==> src/pkg/mlc_pkg.sv <==
// Shared types and constants for the multiply / logic / control execution unit.
// Assumes a decoder upstream that hands over one decoded instruction at a time.
`default_nettype none
package mlc_pkg;
  localparam int unsigned WORD_W     = 24;
  localparam int unsigned PROD_W     = 48;
  localparam int unsigned REG_N      = 4;
  localparam int unsigned SEL_W      = 2;
  localparam int unsigned CNT_W      = 5;
  // Execution cycle counts per opcode form
  localparam logic [4:0]  CYC_MULT   = 5'h1e; // 30
  localparam logic [4:0]  CYC_NAND_R = 5'h03;
  localparam logic [4:0]  CYC_NAND_K = 5'h06;
  localparam logic [4:0]  CYC_START  = 5'h03;
  localparam logic [4:0]  CYC_NOP    = 5'h01;
  // Code length in bytes per opcode form
  localparam logic [2:0]  LEN_MULT   = 3'h2;
  localparam logic [2:0]  LEN_NAND_R = 3'h2;
  localparam logic [2:0]  LEN_NAND_K = 3'h5;
  localparam logic [2:0]  LEN_START  = 3'h2;
  localparam logic [2:0]  LEN_NOP    = 3'h1;
  localparam logic [23:0] WORD_ZERO  = 24'h000000;

  typedef enum logic [2:0] {
    OP_NOP      = 3'b000,
    OP_MUL_HIGH = 3'b001,
    OP_MUL_FULL = 3'b010,
    OP_NAND     = 3'b011,
    OP_MEAS     = 3'b100
  } mlc_op_e;

  // One decoded instruction
  typedef struct packed {
    mlc_op_e             op;
    logic [SEL_W-1:0]    first_operand;
    logic [SEL_W-1:0]    second_operand;
    logic                use_const;
    logic [WORD_W-1:0]   constant;
  } mlc_instr_s;

  // Condition flags
  typedef struct packed {
    logic sign;
    logic zero;
  } mlc_flags_s;
endpackage
`default_nettype wire

==> src/hw/mlc_mult.sv <==
// Signed 24x24 multiplier, result registered one cycle after the operands.
// Assumes operands are held stable by the caller while the result is used.
`default_nettype none
module mlc_mult
  import mlc_pkg::*;
(
  // Clock and reset
  input  wire logic              clock_i,
  input  wire logic              rst_b_i,
  // Operands
  input  wire logic [WORD_W-1:0] a_i,
  input  wire logic [WORD_W-1:0] b_i,
  // Product
  output logic      [PROD_W-1:0] prod_o
);
  logic [PROD_W-1:0] prod_r;
  logic [PROD_W-1:0] prod_nxt;
  logic [PROD_W-1:0] a_ext;
  logic [PROD_W-1:0] b_ext;

  // twos-complement operands, sign-extended so the low 48 product bits are exact
  always_comb begin
    a_ext    = {{WORD_W{a_i[WORD_W-1]}}, a_i};
    b_ext    = {{WORD_W{b_i[WORD_W-1]}}, b_i};
    prod_nxt = a_ext * b_ext;
  end

  // Product register
  always_ff @(posedge clock_i) begin
    if (!rst_b_i) begin
      prod_r <= '0;
    end else begin
      prod_r <= prod_nxt;
    end
  end

  assign prod_o = prod_r;
endmodule
`default_nettype wire

==> src/hw/mlc_exec.sv <==
// Execution unit for multiply, NAND, measurement start and no-operation.
// Assumes the decoder presents an instruction with start_i only while busy_o is low.
`default_nettype none
module mlc_exec
  import mlc_pkg::*;
(
  // Clock and reset
  input  wire logic              clock_i,
  input  wire logic              rst_b_i,
  // Instruction issue
  input  wire logic              start_i,
  input  var  mlc_instr_s        instr_i,
  output logic                   busy_o,
  output logic                   done_o,
  output logic [2:0]             code_len_o,
  // Architectural state
  output logic [WORD_W-1:0]      work_register_o [REG_N],
  output mlc_flags_s             flags_o,
  // Converter trigger
  output logic                   interval_timer_core_start_o
);
  typedef enum logic [1:0] {
    ST_IDLE = 2'b00,
    ST_RUN  = 2'b01
  } mlc_state_e;

  mlc_state_e        state_r, state_nxt;
  logic [CNT_W-1:0]  cnt_r, cnt_nxt;
  mlc_instr_s        ins_r, ins_nxt;
  logic [WORD_W-1:0] wreg_r [REG_N];
  logic [WORD_W-1:0] wreg_nxt [REG_N];
  mlc_flags_s        flags_r, flags_nxt;
  logic [2:0]        len_r, len_nxt;
  logic              trig_r, trig_nxt;
  logic              done_r, done_nxt;
  logic [PROD_W-1:0] prod;
  logic [WORD_W-1:0] opnd_b;

  // Cycle count for an opcode form
  function automatic logic [4:0] cycles_of(input mlc_instr_s i);
    case (i.op)
      OP_MUL_HIGH, OP_MUL_FULL: cycles_of = CYC_MULT;
      OP_NAND:  cycles_of = i.use_const ? CYC_NAND_K : CYC_NAND_R;
      OP_MEAS:  cycles_of = CYC_START;
      default:  cycles_of = CYC_NOP;
    endcase
  endfunction

  // Code length for an opcode form
  function automatic logic [2:0] length_of(input mlc_instr_s i);
    case (i.op)
      OP_MUL_HIGH, OP_MUL_FULL: length_of = LEN_MULT;
      OP_NAND:  length_of = i.use_const ? LEN_NAND_K : LEN_NAND_R;
      OP_MEAS:  length_of = LEN_START;
      default:  length_of = LEN_NOP;
    endcase
  endfunction

  // Flags from the value landing in the first operand
  function automatic mlc_flags_s flags_of(input logic [WORD_W-1:0] v);
    flags_of.sign = v[WORD_W-1];
    flags_of.zero = (v == WORD_ZERO);
  endfunction

  assign opnd_b = ins_r.use_const ? ins_r.constant : wreg_r[ins_r.second_operand];

  // Multiplier sees latched operands; product settles long before the last cycle
  mlc_mult u_mult (
    .clock_i (clock_i),
    .rst_b_i (rst_b_i),
    .a_i     (wreg_r[ins_r.first_operand]),
    .b_i     (wreg_r[ins_r.second_operand]),
    .prod_o  (prod)
  );

  // Sequencer and writeback
  always_comb begin
    state_nxt = state_r;
    cnt_nxt   = cnt_r;
    ins_nxt   = ins_r;
    wreg_nxt  = wreg_r;
    flags_nxt = flags_r;
    len_nxt   = len_r;
    trig_nxt  = 1'b0;
    done_nxt  = 1'b0;
    case (state_r)
      ST_IDLE: begin
        if (start_i) begin
          ins_nxt   = instr_i;
          cnt_nxt   = cycles_of(instr_i);
          len_nxt   = length_of(instr_i);
          state_nxt = ST_RUN;
        end
      end
      ST_RUN: begin
        cnt_nxt = cnt_r - 5'h01;
        if (ins_r.op == OP_MEAS && cnt_r == CYC_START) begin
          trig_nxt = 1'b1;
        end
        if (cnt_r == 5'h01) begin
          state_nxt = ST_IDLE;
          done_nxt  = 1'b1;
          case (ins_r.op)
            OP_MUL_HIGH: begin
              wreg_nxt[ins_r.first_operand] = prod[PROD_W-1:WORD_W];
              flags_nxt = flags_of(prod[PROD_W-1:WORD_W]);
            end
            OP_MUL_FULL: begin
              wreg_nxt[ins_r.second_operand] = prod[WORD_W-1:0];
              wreg_nxt[ins_r.first_operand]  = prod[PROD_W-1:WORD_W];
              flags_nxt = flags_of(prod[PROD_W-1:WORD_W]);
            end
            OP_NAND: begin
              wreg_nxt[ins_r.first_operand] = ~(wreg_r[ins_r.first_operand] & opnd_b);
              flags_nxt = flags_of(~(wreg_r[ins_r.first_operand] & opnd_b));
            end
            default: ;
          endcase
        end
      end
      default: state_nxt = ST_IDLE;
    endcase
  end

  // State registers
  always_ff @(posedge clock_i) begin
    if (!rst_b_i) begin
      state_r <= ST_IDLE;
      cnt_r   <= '0;
      ins_r   <= '0;
      wreg_r  <= '{default: '0};
      flags_r <= '0;
      len_r   <= '0;
      trig_r  <= 1'b0;
      done_r  <= 1'b0;
    end else begin
      state_r <= state_nxt;
      cnt_r   <= cnt_nxt;
      ins_r   <= ins_nxt;
      wreg_r  <= wreg_nxt;
      flags_r <= flags_nxt;
      len_r   <= len_nxt;
      trig_r  <= trig_nxt;
      done_r  <= done_nxt;
    end
  end

  assign code_len_o                  = len_r;
  assign busy_o                      = (state_r == ST_RUN);
  assign done_o                      = done_r;
  assign work_register_o             = wreg_r;
  assign flags_o                     = flags_r;
  // Converter trigger, one clock wide; no gating here, issue order is the program's job
  assign interval_timer_core_start_o = trig_r;

  // Busy cycles of the current instruction, for the length bound below
  logic [CNT_W-1:0] busy_cnt_r, busy_cnt_nxt;
  always_comb begin
    busy_cnt_nxt = busy_o ? busy_cnt_r + 5'h01 : '0;
  end

  // Busy counter register
  always_ff @(posedge clock_i) begin
    if (!rst_b_i) begin
      busy_cnt_r <= '0;
    end else begin
      busy_cnt_r <= busy_cnt_nxt;
    end
  end
endmodule
`default_nettype wire

==> config.mk <==
export PLATFORM = sky130hd
export DESIGN_NAME = mlc_exec
export DESIGN_NICKNAME = d
export VERILOG_FILES = /design/src/pkg/mlc_pkg.sv /design/src/hw/mlc_mult.sv /design/src/hw/mlc_exec.sv
export SDC_FILE = /design/constraint.sdc
export NUM_CORES = 2
export LEC_CHECK = 0
export BUFFER_PORTS_ARGS = -buffer_cell sky130_fd_sc_hd__clkbuf_2
export CAP_MARGIN = 30
export CORE_ASPECT_RATIO = 0.8
export CORE_UTILIZATION = 50
export CTS_CLUSTER_SIZE = 14
export DETAILED_ROUTE_END_ITERATION = 10
export PLACE_DENSITY = 0.67
export SETUP_SLACK_MARGIN = 0.02
export SLEW_MARGIN = 30
export SYNTH_ARGS = -nofsm -noshare
export SYNTH_HDL_FRONTEND = slang
export SYNTH_HIERARCHICAL = 1
export SYNTH_SLANG_ARGS = --single-unit
==> constraint.sdc <==
create_clock -name clock_i -period 9.95 [get_ports clock_i]
set_input_delay 1.99 -clock clock_i [delete_from_list [all_inputs] [get_ports clock_i]]
set_output_delay 1.99 -clock clock_i [all_outputs]
set_load 0.1 [all_outputs]
======== Word-level counts from Yosys, hierarchy flattened ========
Cells that the tools add are included.
cells by class
  add/sub/neg operators ................... 1
  multipliers ............................. 1
  magnitude comparators ................... 4
  eq/ne operators ......................... 13
  mux-type cells .......................... 28
  bitwise logic cells ..................... 4
  reduce and logical (&&, ||, !) cells .... 18
operator list
  kind                                                                          count
  96-bit bitwise mux                                                            4
  96-bit case mux with 3 select lines                                           1
  24-bit 2-to-1 mux                                                             7
  24-bit binary-select mux with 2-bit select                                    2
  24-bit demux with 2-bit select                                                2
  24-bit logical NOT                                                            2
  24-bit by 24-bit multiplier with 48-bit output                                1
  24-bit AND                                                                    1
  24-bit inverter                                                               1
  5-bit case mux with 3 select lines                                            1
  3-bit by 2-bit equality test with 1-bit output, second input constant         4
  5-bit case mux with 2 select lines                                            1
  2-bit case mux with 2 select lines                                            2
  2-bit AND reduction                                                           4
  3-bit by 1-bit equality test with 1-bit output, second input constant         2
  3-bit equality test, second input constant                                    2
  3-bit >= comparator, second input constant                                    2
  3-bit by 1-bit less-than comparator with 1-bit output, second input constant  2
  3-bit 2-to-1 mux                                                              2
  2-bit inverter with 3-bit output                                              2
  3-bit case mux with 2 select lines                                            1
  3-bit AND reduction                                                           2
  5-bit by 1-bit equality test with 1-bit output, second input constant         1
  5-bit by 2-bit equality test with 1-bit output, second input constant         1
  13 further kinds                                                              19
storage, ports and cells
  register bits ........................... 190
  output and inout port bits .............. 104
  logic and storage cells ................. 86

======== Logic depth before layout (Yosys ltp) ========
  word-level depth ........................ 9
  depth in mapped cells ................... 29

======== Cells and area by module ========
The synthesis kept the hierarchy.
modules (own cells, without submodules)
  module    times used  cells an instance  area an instance (um^2)
  mlc_mult  1           2418               22465.3
  mlc_exec  1           1036               9077.5

======== Worst setup path after synthesis ========
OpenSTA, ideal clock, no wires.
  path kind ............................... reg2reg
  start point ............................. reg with a tool-made name
  end point ............................... reg u_mult.prod_r[45], in the netlist u_mult/prod_o[45]
  arrival time ............................ 8.032 ns
  setup slack ............................. 1.839 ns
  stages on the path, launching flop included .. 24
  cell sequence ........................... dfxtp_1 mux4_2 clkbuf_1 nand2_1 inv_1 fa_1 fa_1 inv_1 fa_1 inv_1 fa_1 fa_1 fa_1 fa_1 ha_1 clkbuf_1 and3_1 a31oi_1 o21ai_0 or2_2 a311oi_1 nor2_1 a2111o_1 o211ai_1
RTL lines
  what                  RTL line        RTL
  to (signal assigned)  mlc_mult.sv:33  prod_r <= prod_nxt;
  to (decl)             mlc_mult.sv:16  logic [PROD_W-1:0] prod_r;

======== Worst setup path in the final report ========
  start point ............................. reg ins_r[26] in the netlist's numbering
  end point ............................... reg u_mult.prod_r[45], in the netlist u_mult/prod_o[45]
on the way
  word-level cells in the longest chain between the ends .. 5
ends and longest elaborated chain
  what                                                    RTL line         RTL
  from (decl)                                             mlc_exec.sv:29   mlc_instr_s ins_r, ins_nxt;
  from (signal assigned)                                  mlc_exec.sv:139  ins_r <= ins_nxt;
  2-bit inverter with 3-bit output (not written as such)  mlc_exec.sv:72   .b_i (wreg_r[ins_r.second_operand]),
  24-bit binary-select mux with 2-bit select              mlc_exec.sv:72
  24-bit 2-to-1 mux (not written as such) (2 in series)   mlc_exec.sv:72
  24-bit by 24-bit multiplier with 48-bit output          mlc_mult.sv:25   prod_nxt = a_ext * b_ext;
Every way passes these cells. The select of a mux whose other input is x is not followed.
A chain may end at the register's enable or synchronous reset.

==> metrics.txt <==
outcome completed; Setup TNS 0 ns; most frequent cell after synthesis fa_1; post-synth top area cell fa_1; first-pass GRT wire length ~150000 um; I/O Buffers 138; clock-pin slew of the registers on the worst-case setup and hold paths 0.07 ns; largest family of logic cells by synthesized area adder cells; post-CTS resize count 0; YS warnings 6; Hold Buf Count CTS 0; CP max FO 25; synthesis-to-layout area growth 5.62%; Crit Path Class reg2reg; internal power between 1 and 1.5 mW; GPL Wtd Cong 1.02; clock sink count 189; XOR/XNOR share of the synthesized area 0.0139; Sw Ratio 0.291; Net Sw Power 512 uW; Worst Max-Slew Pin Slew 1.12 ns; number of flops mapped to enable cells by yosys 0; global route total overflow 0; post-synthesis sequential area ratio 0.120; Total Routed Length 95400 um; Synth cell types 80; Post-CTS Setup Bufs 0; Arrival @ worst endpoint 9.49 ns; HPWL Detailed 72100 um; Slew Viols, Final 0; Comb pwr share 0.132; Syn Nets 4233; hold crit path type reg2reg; cells after synthesis 3454; required time of the worst setup path approximately 10 ns; simple-gate share of the synthesized area 0.155; Pleak 16.2 nW; total power 1.76 mW; period utilization 0.916; Yosys reg bits 189; crit end category flip-flop; Initial Util 0.511; Sequential Power Share 0.448; PD cells 52.9 nW/um^2; drt pass-1 iters 8; M1 GR Usage 0.437; Hold Slack 0.461 ns; most frequent cells after synthesis fa_1, inv_1, nand2_1; initial antenna violation count 1; width of the die 283 um; highest clock rate 110 MHz; layout cell share with drive strength beyond 1 0.108; Post-Synth Adder-Cell Area 0.440; Mean Syn Cell Area 9.13 sq um; R2R setup slack 0.84 ns; routed vias/inst 5.83; largest net degree at the start of global routing 86; Core ar. 61700 sq um; chip height 227 um; Clk pwr share 0.419; wire length per cell about 22 um; Final setup viols 0; DRC 0; Filler Cells Inserted approximately 5700; deepest clock path buffer count 2; Slew HR 0.233; startpoint types flip-flop; 1st-iter DRT viols 2651; Detail Route Antenna Nets 0; hold violation total from the final report 0; CTS tree done; worst skew pair latency 0.45 ns; VDD IR max 0.114 mV; Async SR Flop Fraction 0; io pins about 140; met3 usage 0.0979; number of global-route vias before repair 25400; RSZ-0062 raised after global routing false; Max Clock Skew around 0.013 ns; Top Usage Layer GRT met2; Top FF cell, synth dfxtp_1; row count 81; complex-gate fraction of the synthesized area 0.124; die area 64100 sq um; CTS buffer count 17; Layout Nets 4216; mux cell area share after synthesis 0.0443; Overall Global Routing Usage 0.308; CTS root buf clkbuf_16; H-tree depth 4; share of the synthesized area in the top cell type 0.385; Synth area leaders fa_1, dfxtp_1, inv_1, and2_1, ha_1; Max-Cap Viols 0; Syn Std Cell Area 31500 sq um; fin crit period between 9 and 10 ns; Vias 25000; met2 GRT Util 0.452
[through the flow]
stage               setup WS (ns)  cell area (sq um)  std cells  utilization
finish                      0.836              33300       4283        0.540
global placement             1.19              32700       4248        0.529
detailed placement           1.05              32700       4248        0.530
floorplan                    1.84              31500       3454            -
global route                0.489              33300       4280        0.540
CTS                          1.02              33300       4280        0.540
[per-layer routing]
layer / up-vias / routed length [um] / share of wire
li1: 10900 / - / -
met1: 12600 / 40500 / 0.42
met2: 1280 / 41200 / 0.43
met3: 191 / 10900 / 0.11
met4: 0 / 2920 / 0.031
met5: - / 0 / 0
[cell usage in the layout, fill, tap and decap left out, types with 21 or more instances in the layout]
cell type  count
fa_1         607
inv_1        598
nand2_1      425
and2_1       284
dfxtp_1      186
a21oi_1      183
nor2_1       175
ha_1         137
clkbuf_2     137
o22a_1        64
o221a_2       64
o21ai_0       59
buf_4         53
mux4_2        43
xnor2_1       36
o22ai_1       34
a21boi_0      33
nand2b_1      32
a21o_1        24
mux2i_1       21
[critical path, stage by stage, from the launching register on]
cell and delay, ns:
dfxtp_2 0.68, buf_4 0.29, mux4_1 0.56, buf_4 0.25, and2_1 0.22, fa_1 0.63, fa_1 0.73, inv_1 0.23
fa_1 0.60, inv_1 0.41, fa_1 0.53, fa_1 0.57, fa_1 0.43, fa_1 0.44, ha_1 0.39, and3_1 0.20
a31oi_1 0.15, o21ai_0 0.14, or2_2 0.29, a311oi_1 0.56, nor2_1 0.21, a2111o_1 0.41, o211ai_1 0.09
[cell type report]
class,instances,area (sq um),share of cell area
inverters,600,2250,0.0676
diodes,3,7.51,0.000225
repair buffers,190,1080,0.0325
well taps,830,1040,0.0312
flip-flops and latches,189,3790,0.114
clock buffers,18,439,0.0132
multi-input cells,2439,24500,0.736
clock inverters,14,184,0.00552
[power by group through the flow]
stage	logic [mW]	registers [mW]	clock network [mW]
5_1_grt	0.244	0.793	0.772
3_5_place_dp	0.222	0.808	0
4_1_cts	0.222	0.790	0.740
6_report	0.233	0.791	0.739
3_3_place_gp	0.221	0.807	0
2_1_floorplan	0.154	0.807	0
[cells by family (layout without fill, tap and decap cells)]
family	after synthesis	after routing
AND/OR/NAND/NOR	1022	1022
XOR/XNOR	50	50
AO/OA/AOI/OAI	547	547
other	0	3
buffers and inverters	826	822
multiplexers	76	76
flip-flops	189	189
adder cells (fa/ha/maj)	744	744
[final timing paths]
check / start / to / cells past startpoint
max: ins_r[26] / u_mult/prod_o[45] / 22
min: ins_r[9] / ins_r[9] / 2
max reg2reg: ins_r[26] / u_mult/prod_o[45] / 22
min reg2reg: ins_r[9] / ins_r[9] / 2
No activity file was read; power rests on OpenSTA's default activity.
